===== src/include/stx_pkg.sv =====
package stx_pkg;
  // ----------------------------------------------------------------
  // operation codes presented by the decode stage
  // ----------------------------------------------------------------
  typedef enum logic [3:0] {
    STX_OP_NONE      = 4'h0,
    STX_OP_SKIP_NULL = 4'h1,  // skip_if_null_byte
    STX_OP_LOAD_SKIP = 4'h2,  // load_then_skip_if_null
    STX_OP_SKIP_BIT  = 4'h3,  // skip if selected bit is zero
    STX_OP_TAB_CUR   = 4'h4,  // table_read_current_page
    STX_OP_TAB_FIN   = 4'h5,  // table_read_final_page
    STX_OP_XOR_ACC   = 4'h6,  // working_register ^= byte
    STX_OP_XOR_MEM   = 4'h7,  // exclusive_or_to_memory
    STX_OP_XOR_IMM   = 4'h8,  // working_register ^= immediate
    STX_OP_NIB_EXCH  = 4'h9   // nibble_exchange_to_working
  } stx_op_t;

  // ----------------------------------------------------------------
  // widths and layout
  // ----------------------------------------------------------------
  localparam int  STX_DATA_W    = 8;
  localparam int  STX_PROG_W    = 14;
  localparam int  STX_PADDR_W   = 10;
  localparam int  STX_PAGE_W    = 2;   // upper program address bits form the page
  localparam int  STX_HIGH_W    = STX_PROG_W - STX_DATA_W;
  localparam logic [STX_PAGE_W-1:0] STX_FINAL_PAGE = 2'h3;
  localparam logic [STX_DATA_W-1:0] STX_RST_ACC    = 8'h00;
  localparam logic [STX_HIGH_W-1:0] STX_RST_THIGH  = 6'h00;
  localparam logic                  STX_RST_ZFLAG  = 1'b0;
  // cycles spent by a non-skipping and a skipping instruction
  localparam int  STX_CYC_PLAIN = 1;
  localparam int  STX_CYC_SKIP  = 2;
endpackage : stx_pkg


===== src/core/stx_exec.sv =====
// Functional notes
// RULE1 - null-byte skip: byte zero squashes prefetch, dummy cycle, 2 cycles; else 1.
// RULE2 - load-then-skip copies byte to working register; zero byte squashes prefetch.
// RULE3 - bit-test skip: selected bit zero squashes prefetch with dummy cycle; else 1 cycle.
// RULE4 - current-page table read: low byte to memory, high byte to high latch.
// RULE5 - final-page table read: low byte to memory, high byte to high latch.
// RULE6 - register-memory xor into working register, only null flag updated.
// RULE7 - xor to memory writes result back to the byte, updates null flag.
// RULE8 - immediate xor into working register, null flag set from result.
// RULE9 - nibble exchange writes swapped byte to working register, memory untouched.
// RULE10 - skips, table reads, nibble exchange keep flags; xor touches only null flag.
`timescale 1ns/1ps
module stx_exec
  import stx_pkg::*;
(
  input  wire logic                   ref_clk,
  input  wire logic                   rst_b,
  input  wire logic                   op_valid,     // one instruction per cycle
  input  wire stx_op_t                op_code,
  input  wire logic [STX_DATA_W-1:0]  mem_rdata,    // addressed data byte
  input  wire logic [2:0]             bit_sel,
  input  wire logic [STX_DATA_W-1:0]  imm_data,
  input  wire logic [STX_PADDR_W-1:0] pc_now,       // address of current instruction
  input  wire logic [STX_DATA_W-1:0]  table_pointer,
  input  wire logic [STX_PROG_W-1:0]  prog_rdata,   // program word, combinational reply
  output logic [STX_PADDR_W-1:0]      prog_addr,
  output logic                        busy,         // stalls decode in dummy cycle
  output logic                        squash,       // discard prefetched instruction
  output logic                        mem_we,
  output logic [STX_DATA_W-1:0]       mem_wdata,
  output logic [STX_DATA_W-1:0]       working_register,
  output logic [STX_HIGH_W-1:0]       table_high_latch,
  output logic                        zero_flag
);

  // ----------------------------------------------------------------
  // decode
  // ----------------------------------------------------------------
  function automatic logic is_null(input logic [STX_DATA_W-1:0] v);
    is_null = (v == '0);
  endfunction : is_null

  logic                  dummy;
  wire logic             go         = op_valid && !dummy;
  wire logic             byte_null  = is_null(mem_rdata);
  wire logic             bit_clear  = !mem_rdata[bit_sel];
  wire logic             is_tab     = (op_code == STX_OP_TAB_CUR) || (op_code == STX_OP_TAB_FIN);
  wire logic [STX_DATA_W-1:0] xor_mem = working_register ^ mem_rdata;
  wire logic [STX_DATA_W-1:0] xor_imm = working_register ^ imm_data;
  wire logic [STX_DATA_W-1:0] nib_x   = {mem_rdata[3:0], mem_rdata[7:4]};
  // page bits come from the current pc or are forced to the final page
  wire logic [STX_PAGE_W-1:0] page_sel = (op_code == STX_OP_TAB_FIN) ? STX_FINAL_PAGE :
                                          pc_now[STX_PADDR_W-1 -: STX_PAGE_W]; // RULE4 RULE5

  // skip decision: skips of a zero byte or a clear bit
  logic do_skip;
  always_comb begin
    do_skip = 1'b0;
    if (go) begin
      unique case (op_code)
        STX_OP_SKIP_NULL: do_skip = byte_null;  // RULE1
        STX_OP_LOAD_SKIP: do_skip = byte_null;  // RULE2
        STX_OP_SKIP_BIT:  do_skip = bit_clear;  // RULE3
        default:          do_skip = 1'b0;
      endcase
    end
  end

  // squash is combinational so fetch can drop the prefetch in the same cycle
  assign squash    = do_skip;  // RULE1
  assign busy      = dummy;
  assign prog_addr = {page_sel, table_pointer};

  // next-state of working register, flag and memory write
  logic [STX_DATA_W-1:0] next_acc;
  logic                  next_zf;
  logic                  next_we;
  logic [STX_DATA_W-1:0] next_wdata;
  always_comb begin
    next_acc   = working_register;
    next_zf    = zero_flag;  // RULE10
    next_we    = 1'b0;
    next_wdata = mem_wdata;
    if (go) begin
      unique case (op_code)
        STX_OP_LOAD_SKIP: next_acc = mem_rdata;  // RULE2
        STX_OP_XOR_ACC: begin
          next_acc = xor_mem;           // RULE6
          next_zf  = is_null(xor_mem);  // RULE6
        end
        STX_OP_XOR_MEM: begin
          next_we    = 1'b1;              // RULE7
          next_wdata = xor_mem;
          next_zf    = is_null(xor_mem);  // RULE7
        end
        STX_OP_XOR_IMM: begin
          next_acc = xor_imm;           // RULE8
          next_zf  = is_null(xor_imm);  // RULE8
        end
        STX_OP_NIB_EXCH: next_acc = nib_x;  // RULE9
        STX_OP_TAB_CUR, STX_OP_TAB_FIN: begin
          next_we    = 1'b1;                         // RULE4 RULE5
          next_wdata = prog_rdata[STX_DATA_W-1:0];
        end
        default: next_acc = working_register;
      endcase
    end
  end

  // ----------------------------------------------------------------
  // state
  // ----------------------------------------------------------------
  // the dummy cycle is one extra cycle, giving 2 in total for a skip
  always_ff @(posedge ref_clk) begin
    if (!rst_b) begin
      dummy <= 1'b0;
    end else begin
      dummy <= do_skip;  // RULE1 RULE3
    end
  end

  // architectural registers; memory write is registered, one cycle late
  always_ff @(posedge ref_clk) begin
    if (!rst_b) begin
      working_register <= STX_RST_ACC;
      zero_flag        <= STX_RST_ZFLAG;
      mem_we           <= 1'b0;
      mem_wdata        <= '0;
      table_high_latch <= STX_RST_THIGH;
    end else begin
      working_register <= next_acc;
      zero_flag        <= next_zf;
      mem_we           <= next_we;
      mem_wdata        <= next_wdata;
      if (go && is_tab) begin
        table_high_latch <= prog_rdata[STX_PROG_W-1:STX_DATA_W];  // RULE4 RULE5
      end
    end
  end
endmodule : stx_exec


===== config.mk =====
export PLATFORM = sky130hd
export DESIGN_NAME = stx_exec
export DESIGN_NICKNAME = d
export VERILOG_FILES = /design/src/include/stx_pkg.sv /design/src/core/stx_exec.sv
export SDC_FILE = /design/constraint.sdc
export NUM_CORES = 1
export LEC_CHECK = 0
export BUFFER_PORTS_ARGS = -buffer_cell sky130_fd_sc_hd__buf_4
export CAP_MARGIN = 0
export CORE_MARGIN = 10
export CORE_UTILIZATION = 42
export DETAILED_ROUTE_END_ITERATION = 12
export GPL_TIMING_DRIVEN = 0
export PLACE_DENSITY = 0.83
export SLEW_MARGIN = 20
export SYNTH_ARGS = -nofsm -noshare
export SYNTH_HDL_FRONTEND = slang
export SYNTH_SLANG_ARGS = --single-unit

===== constraint.sdc =====
create_clock -name ref_clk -period 1.2 [get_ports ref_clk]
set_clock_uncertainty 0.05 [all_clocks]
set_input_delay 0.12 -clock ref_clk [delete_from_list [all_inputs] [get_ports ref_clk]]
set_output_delay 0.12 -clock ref_clk [all_outputs]
set_load 0.02 [all_outputs]

==> results.py, run 1 <==
metrics = {
    "timing": {
        "fmax_mhz": 706,
        "fin_crit_sh": 1.18,
        "setup_viol": 17,
        "slew_violations": 0,
        "hold_viol_final": 0,
        "rsz0062_at_grt": "yes",
        "fin_ws_ns": -0.216,
        "worstMarginPinSlew_ns": 0.494,
        "hold_ws_ns": 0.0498,
        "post-route-min-period_ns": 1.42,
        "relSlewSlack": 0.671,
    },
    "critical_path": {
        "cpPeakStageDelay_ns": 0.24,
        "cp_max_fo": 10,
        "worst-setup-path-type": "input pin to output pin",
        "crit_path_top_delay_cell": "a41oi_4",
        "cp.required_ns": 1.03,
        "worstPathArrival_ns": 1.25,
        "startpoint_type": "input pin",
        "cp_num_buf_inv": 3,
        "cp_cell_sequence": "buf_4, buf_4, xor2_1, and4_1, a41oi_4, nor2_4, buf_6",
        "critPathTopFamily": "buffers and inverters",
        "crit_path_frequent_cell": "buf_4",
        "end_kind": "output pin",
        "r2r_start": "busy$_SDFF_PN0_",
        "r2r_slack_ns": -0.10,
        "rr_endpoint": "mem_wdata[7]$_SDFFE_PN0P_",
        "r2r_cells": 6,
    },
    "route": {
        "drtIter0Drc": 197,
        "post-route-drc-count": 0,
        "routed_wl_um": 6240,
        "drtAntennaViolNets": 0,
        "viasPerCell": 5.55,
        "dr.pass1.iters": 4,
        "wl_per_cell_um": 17.7,
        "via_count": 1958,
    },
    "final_layout": {
        "final_common_cell": "buf_4",
        "layout-drive-gt1-share": 0.538,
        "antennaDiodeCount": 0,
        "regArea_um2": 534,
        "final_cell_mix": "90 x buf_4, 29 x nand2_1, 16 x dfxtp_1, 11 x mux2i_1",
        "final_core_utilization": 0.676,
        "syn_to_final_growth_pct": 54.9,
        "nFillCells": 349,
        "finalNetCount": 360,
        "multi_input_comb_area_um2": 1430,
    },
    "logic_synthesis": {
        "netlist_instances": 218,
        "synth_cell_types": 46,
        "seq_area_frac_synth": 0.264,
        "synth_area_per_cell_um2": 8.71,
        "synthArstFlopShare": 0,
        "syn_nets": 276,
        "ys_ff_latch": 25,
        "ys_warn_count": 0,
        "ys.flop_type": "dfxtp_1",
        "synth-edff-count": 0,
        "syn_area_um2": 1900,
    },
    "placed_design": {
        "port_buffers": 69,
        "hpwl_um": 4590,
        "preCtsSetupSlack_ns": -0.410,
        "place.gp.congestion": 0.886,
    },
    "power_and_ir_drop": {
        "leakage_nw": 1.26,
        "p_total_mw": 2.18,
        "power_density_nw_per_um2": 742,
        "irDropWorstVdd_v": 0.000407,
    },
    "flow_run": {
        "cap_violations": 0,
    },
    "clock_network": {
        "htreeDepth": 1,
        "clkTransAtPathRegs_ns": 0.09,
        "cts.sinks": 25,
        "cts-buffers-inserted": 3,
        "insertion_delay_ns": 0.28,
        "root_buffer": "clkbuf_8",
        "clk_path_buf_depth": 2,
        "cts_tree": "yes",
        "postCtsHoldBufs": 0,
    },
    "floorplanning": {
        "ioPinCount": 94,
        "die_h_um": 87.2,
        "die_width_um": 87.2,
        "dieArea_um2": 7610,
        "core_um2": 4350,
        "start_util": 0.436,
        "num_rows": 24,
    },
    "hold_path": {
        "holdPathEnd": "table_high_latch[2]$_SDFFE_PN0P_",
        "worstHoldPathType": "input pin to flop",
        "hold_path_depth": 3,
        "hp-start": "prog_rdata[10]",
    },
    "grt": {
        "grt_util_all_layers": 0.156,
        "grt_overflow": 0,
        "grt_max_degree": 14,
        "antenna_found_initial": 0,
        "first_global_vias": 2072,
        "grt_pass1_wl_um": 9830,
    },
    "outcome": {
        "violations": "negative setup slack",
        "status": "finished, violations left",
    },
}
[report_power, final]
part	switching [mW]	total, mW	internal [mW]
Clock	0.291	0.530	0.239
Sequential	0.0359	0.882	0.846
Combinational	0.372	0.772	0.400
Total	0.699	2.18	1.48
[flip-flops by register name (all words and copies together) (netlist names)]
signal / flops
zero_flag: 1
busy: 1
mem_we: 1
mem_wdata: 8
working_register: 8
table_high_latch: 6
[metrics by stage]
stage,instance area (um^2),cells,setup TNS (ns)
final,2940,353,-1.27
after global routing,2940,353,-2.38
after CTS,2890,352,-1.28
after detailed placement,2620,339,-6.54
after global placement,2620,339,-6.11
after floorplan,2040,218,-0.945
[layer usage]
metal  up-vias  global-route usage  share of wire
met5         -                   0              0
met4         0              0.0464          0.015
met3        11              0.0459          0.092
met2        88               0.265           0.49
met1       914               0.183           0.40
li1        945                   -              -
[repair_timing]
item / in CTS / in global routing
cloned: 1 / 0
endpoints found under the setup margin: 27 / 27
pin swaps: 18 / 10
setup buffers: 8 / 2
resized for setup: 31 / 11
[cells in the mapped netlist, types with 2 or more instances]
library cell,number,area share
buf_2,6,0.016
and4bb_2,8,0.053
nor2_1,3,0.0059
a21boi_2,3,0.018
nand2_1,30,0.059
buf_6,2,0.012
xnor2_1,17,0.078
dfxtp_1,25,0.26
nor2b_1,2,0.0066
clkbuf_2,5,0.013
clkbuf_1,2,0.0040
a21boi_0,11,0.043
nand3_1,9,0.024
o21ai_0,7,0.018
nand2b_1,3,0.0099
mux2i_1,11,0.058
a32o_1,8,0.042
nand4b_1,2,0.0092
a21o_1,2,0.0079
o211ai_1,6,0.024
nor4_1,3,0.0099
a21oi_1,7,0.018
o211ai_2,2,0.013
nand2_2,2,0.0066
xor2_1,8,0.037
buf_4,14,0.055
[kinds of logic after synthesis]
family          count (synthesis)  share of synthesized area
buf+inv                        30                      0.102
flops                          25                      0.264
compound gates                 54                      0.220
mux                            12                     0.0698
simple gates                   72                      0.229
xor+xnor                       25                      0.115
[worst max-delay path by stage]
| stage | from | end | cells past startpoint |
|---|---|---|---|
| 2_1_floorplan | busy$_SDFF_PN0_ | mem_wdata[0]$_SDFFE_PN0P_ | 6 |
| 3_3_place_gp | op_code[1] | table_high_latch[4]$_SDFFE_PN0P_ | 6 |
| 3_5_place_dp | op_code[1] | table_high_latch[4]$_SDFFE_PN0P_ | 6 |
| 4_1_cts | bit_sel[1] | squash | 6 |
| 5_1_grt | op_code[1] | squash | 7 |
| 6_report | op_code[1] | squash | 7 |
[worst min-delay path, delay by kind of cell]
family | cells | cell delay, ns
and+or+nand+nor | 1 | 0.06
buffers and inverters | 1 | 0.11
AOI/OAI and AO/OA | 1 | 0.05
[final cells by class]
cell class / count / area share
inverter: 1 / 0.00128
clock buffer: 4 / 0.0153
sequential: 25 / 0.182
buffer: 29 / 0.0884
tap: 52 / 0.0221
timing repair buffer: 79 / 0.204
multi-input combinational: 163 / 0.487
(Power assumes the default switching activity.)
==> run 2, diff against run 1 <==
--- a/config.mk
+++ b/config.mk
@@ -7,12 +7,15 @@
 export LEC_CHECK = 0
 export BUFFER_PORTS_ARGS = -buffer_cell sky130_fd_sc_hd__buf_4
 export CAP_MARGIN = 0
+export CORE_ASPECT_RATIO = 1.4
 export CORE_MARGIN = 10
 export CORE_UTILIZATION = 42
 export DETAILED_ROUTE_END_ITERATION = 12
 export GPL_TIMING_DRIVEN = 0
+export HOLD_SLACK_MARGIN = 0.06
 export PLACE_DENSITY = 0.83
 export SLEW_MARGIN = 20
 export SYNTH_ARGS = -nofsm -noshare
 export SYNTH_HDL_FRONTEND = slang
 export SYNTH_SLANG_ARGS = --single-unit
+export TNS_END_PERCENT = 50
==> results.py, run 2 (synthesis results as in run 1) <==
metrics = {
    "final_layout": {
        "layout-drive-gt1-share": 0.536,
        "syn_to_final_growth_pct": 58.6,
        "regArea_um2": 534,
        "final_common_cell": "buf_4",
        "nFillCells": 336,
        "multi_input_comb_area_um2": 1410,
        "antennaDiodeCount": 0,
        "stdcell_area_um2": 3010,
        "top_regs": "mem_wdata (8), working_register (8), table_high_latch (6)",
        "finalNetCount": 367,
        "final_cell_mix": "88 x buf_4, 28 x nand2_1, 16 x dfxtp_1, 13 x buf_6, 11 x mux2i_1",
        "layoutNonFillerInstCount": 368,
    },
    "hold_path": {
        "worstHoldPathType": "input pin to flop",
        "holdPathEnd": "table_high_latch[2]$_SDFFE_PN0P_",
        "hold_path_depth": 3,
        "hp-start": "prog_rdata[10]",
    },
    "timing": {
        "setup_tns_ns": -1.96,
        "relSlewSlack": 0.657,
        "setup_viol": 19,
        "fin_ws_ns": -0.219,
        "fmax_mhz": 705,
        "hold_viol_final": 0,
        "rsz0062_at_grt": "yes",
        "worstMarginPinSlew_ns": 0.514,
        "slew_violations": 0,
        "fin_crit_sh": 1.18,
        "post-route-min-period_ns": 1.42,
    },
    "grt": {
        "grt_util_all_layers": 0.159,
        "grt_max_degree": 14,
        "antenna_found_initial": 0,
        "first_global_vias": 2010,
        "grt_pass1_wl_um": 10200,
        "grt_overflow": 0,
    },
    "placed_design": {
        "preCtsSetupSlack_ns": -0.407,
        "placedCellCount": 347,
        "place_area_um2": 2620,
        "place.gp.congestion": 0.893,
        "port_buffers": 69,
        "hpwl_um": 4790,
    },
    "clock_network": {
        "cts-buffers-inserted": 3,
        "cts_tree": "yes",
        "clkTransAtPathRegs_ns": 0.09,
        "htreeDepth": 1,
        "root_buffer": "clkbuf_8",
        "insertion_delay_ns": 0.28,
        "cts.sinks": 25,
        "clk_path_buf_depth": 2,
    },
    "critical_path": {
        "r2r_start": "busy$_SDFF_PN0_",
        "rr_endpoint": "mem_wdata[2]$_SDFFE_PN0P_",
        "cp_max_fo": 10,
        "cp.required_ns": 1.03,
        "worstPathArrival_ns": 1.25,
        "crit_path_top_delay_cell": "and4_1",
        "cp_cell_sequence": "buf_4, buf_2, nor2_1, and4_1, a41oi_4, nor2_4, buf_6",
        "end_kind": "output pin",
        "r2r_cells": 6,
        "r2r_slack_ns": -0.15,
        "startpoint_type": "input pin",
        "worst-setup-path-type": "input pin to output pin",
        "cpPeakStageDelay_ns": 0.27,
    },
    "floorplanning": {
        "core_um2": 4310,
        "die_width_um": 76.8,
        "num_rows": 28,
        "start_util": 0.441,
        "die_h_um": 99.6,
        "ioPinCount": 94,
        "dieArea_um2": 7650,
    },
    "power_and_ir_drop": {
        "pwr-share-clk": 0.243,
        "power_frac_comb": 0.359,
        "power_density_nw_per_um2": 733,
        "seqPwrFrac": 0.398,
        "leakage_nw": 1.30,
        "irDropWorstVdd_v": 0.000424,
        "switching_power_mw": 0.711,
        "swShare": 0.322,
        "p_total_mw": 2.21,
        "p_int_mw": 1.50,
    },
    "outcome": {
        "status": "finished, violations left",
        "violations": "negative setup slack",
    },
    "route": {
        "viasPerCell": 5.41,
        "dr.pass1.iters": 4,
        "routed_wl_um": 6650,
        "drtIter0Drc": 160,
        "post-route-drc-count": 0,
        "drtAntennaViolNets": 0,
        "via_count": 1990,
        "wl_per_cell_um": 18.1,
    },
    "flow_run": {
        "cap_violations": 0,
    },
}
[run 2: changes by cell type in the layout (fill, tap and decap cells not counted), moves of 3 or more]
cell	previous run	this run
a21boi_1	9	6
a21boi_0	3	6
buf_6	7	13
dlygate4sd3_1	0	3
xnor2_4	4	1
xnor2_2	6	9
[run 2: critical path, delay by kind of cell]
family / cells / cell delay (ns)
AND/OR/NAND/NOR: 3 / 0.62
buffers and inverters: 3 / 0.44
AO/OA/AOI/OAI: 1 / 0.06
[run 2: metrics by stage]
stage / hold WS, ns / util
3_5_place_dp: 0.353 / 0.609
6_report: 0.0588 / 0.699
2_1_floorplan: 0.190 / -
5_1_grt: 0.0701 / 0.699
3_3_place_gp: 0.344 / 0.609
4_1_cts: 0.0602 / 0.667
[run 2: power by group through the flow]
stage / Clock [mW] / Sequential, mW / Combinational (mW)
2_1_floorplan: 0 / 0.930 / 0.386
3_3_place_gp: 0 / 0.899 / 0.657
3_5_place_dp: 0 / 0.900 / 0.668
4_1_cts: 0.540 / 0.875 / 0.736
5_1_grt: 0.567 / 0.883 / 0.846
6_report: 0.537 / 0.879 / 0.793
[run 2: cell type report]
type                            count  area share
Inverter                            1     0.00125
Buffer                             29      0.0876
Clock buffer                        4      0.0150
Multi-Input combinational cell    163       0.468
Timing Repair Buffer               86       0.225
Tap cell                           60      0.0249
Sequential cell                    25       0.177
[run 2: worst max path at each step]
stage / slack, ns / end / startpoint / cells after the start
detailed placement: -0.41 / table_high_latch[5]$_SDFFE_PN0P_ / op_code[1] / 6
global placement: -0.39 / table_high_latch[5]$_SDFFE_PN0P_ / op_code[1] / 6
CTS: -0.24 / squash / bit_sel[1] / 6
finish: -0.22 / squash / op_code[2] / 7
floorplan: -0.11 / mem_wdata[0]$_SDFFE_PN0P_ / busy$_SDFF_PN0_ / 6
global route: -0.27 / squash / op_code[2] / 7
[run 2: repair_timing]
action                                 CTS  global route
endpoints found under the hold margin    3             0
pin swaps                               15            21
cloned                                   0             1
setup buffers                           11             3
hold buffers                             3             0
setup endpoints to repair               27            28
resized for setup                       23            26
[run 2: layer usage]
layer | routed length [um] | vias up | part of all wire | global-route usage
met1 | 2530 | 945 | 0.38 | 0.174
met5 | 0 | - | 0 | 0
met3 | 407 | 15 | 0.061 | 0.0315
li1 | - | 953 | - | -
met4 | 159 | 0 | 0.024 | 0.0760
met2 | 3560 | 77 | 0.54 | 0.286
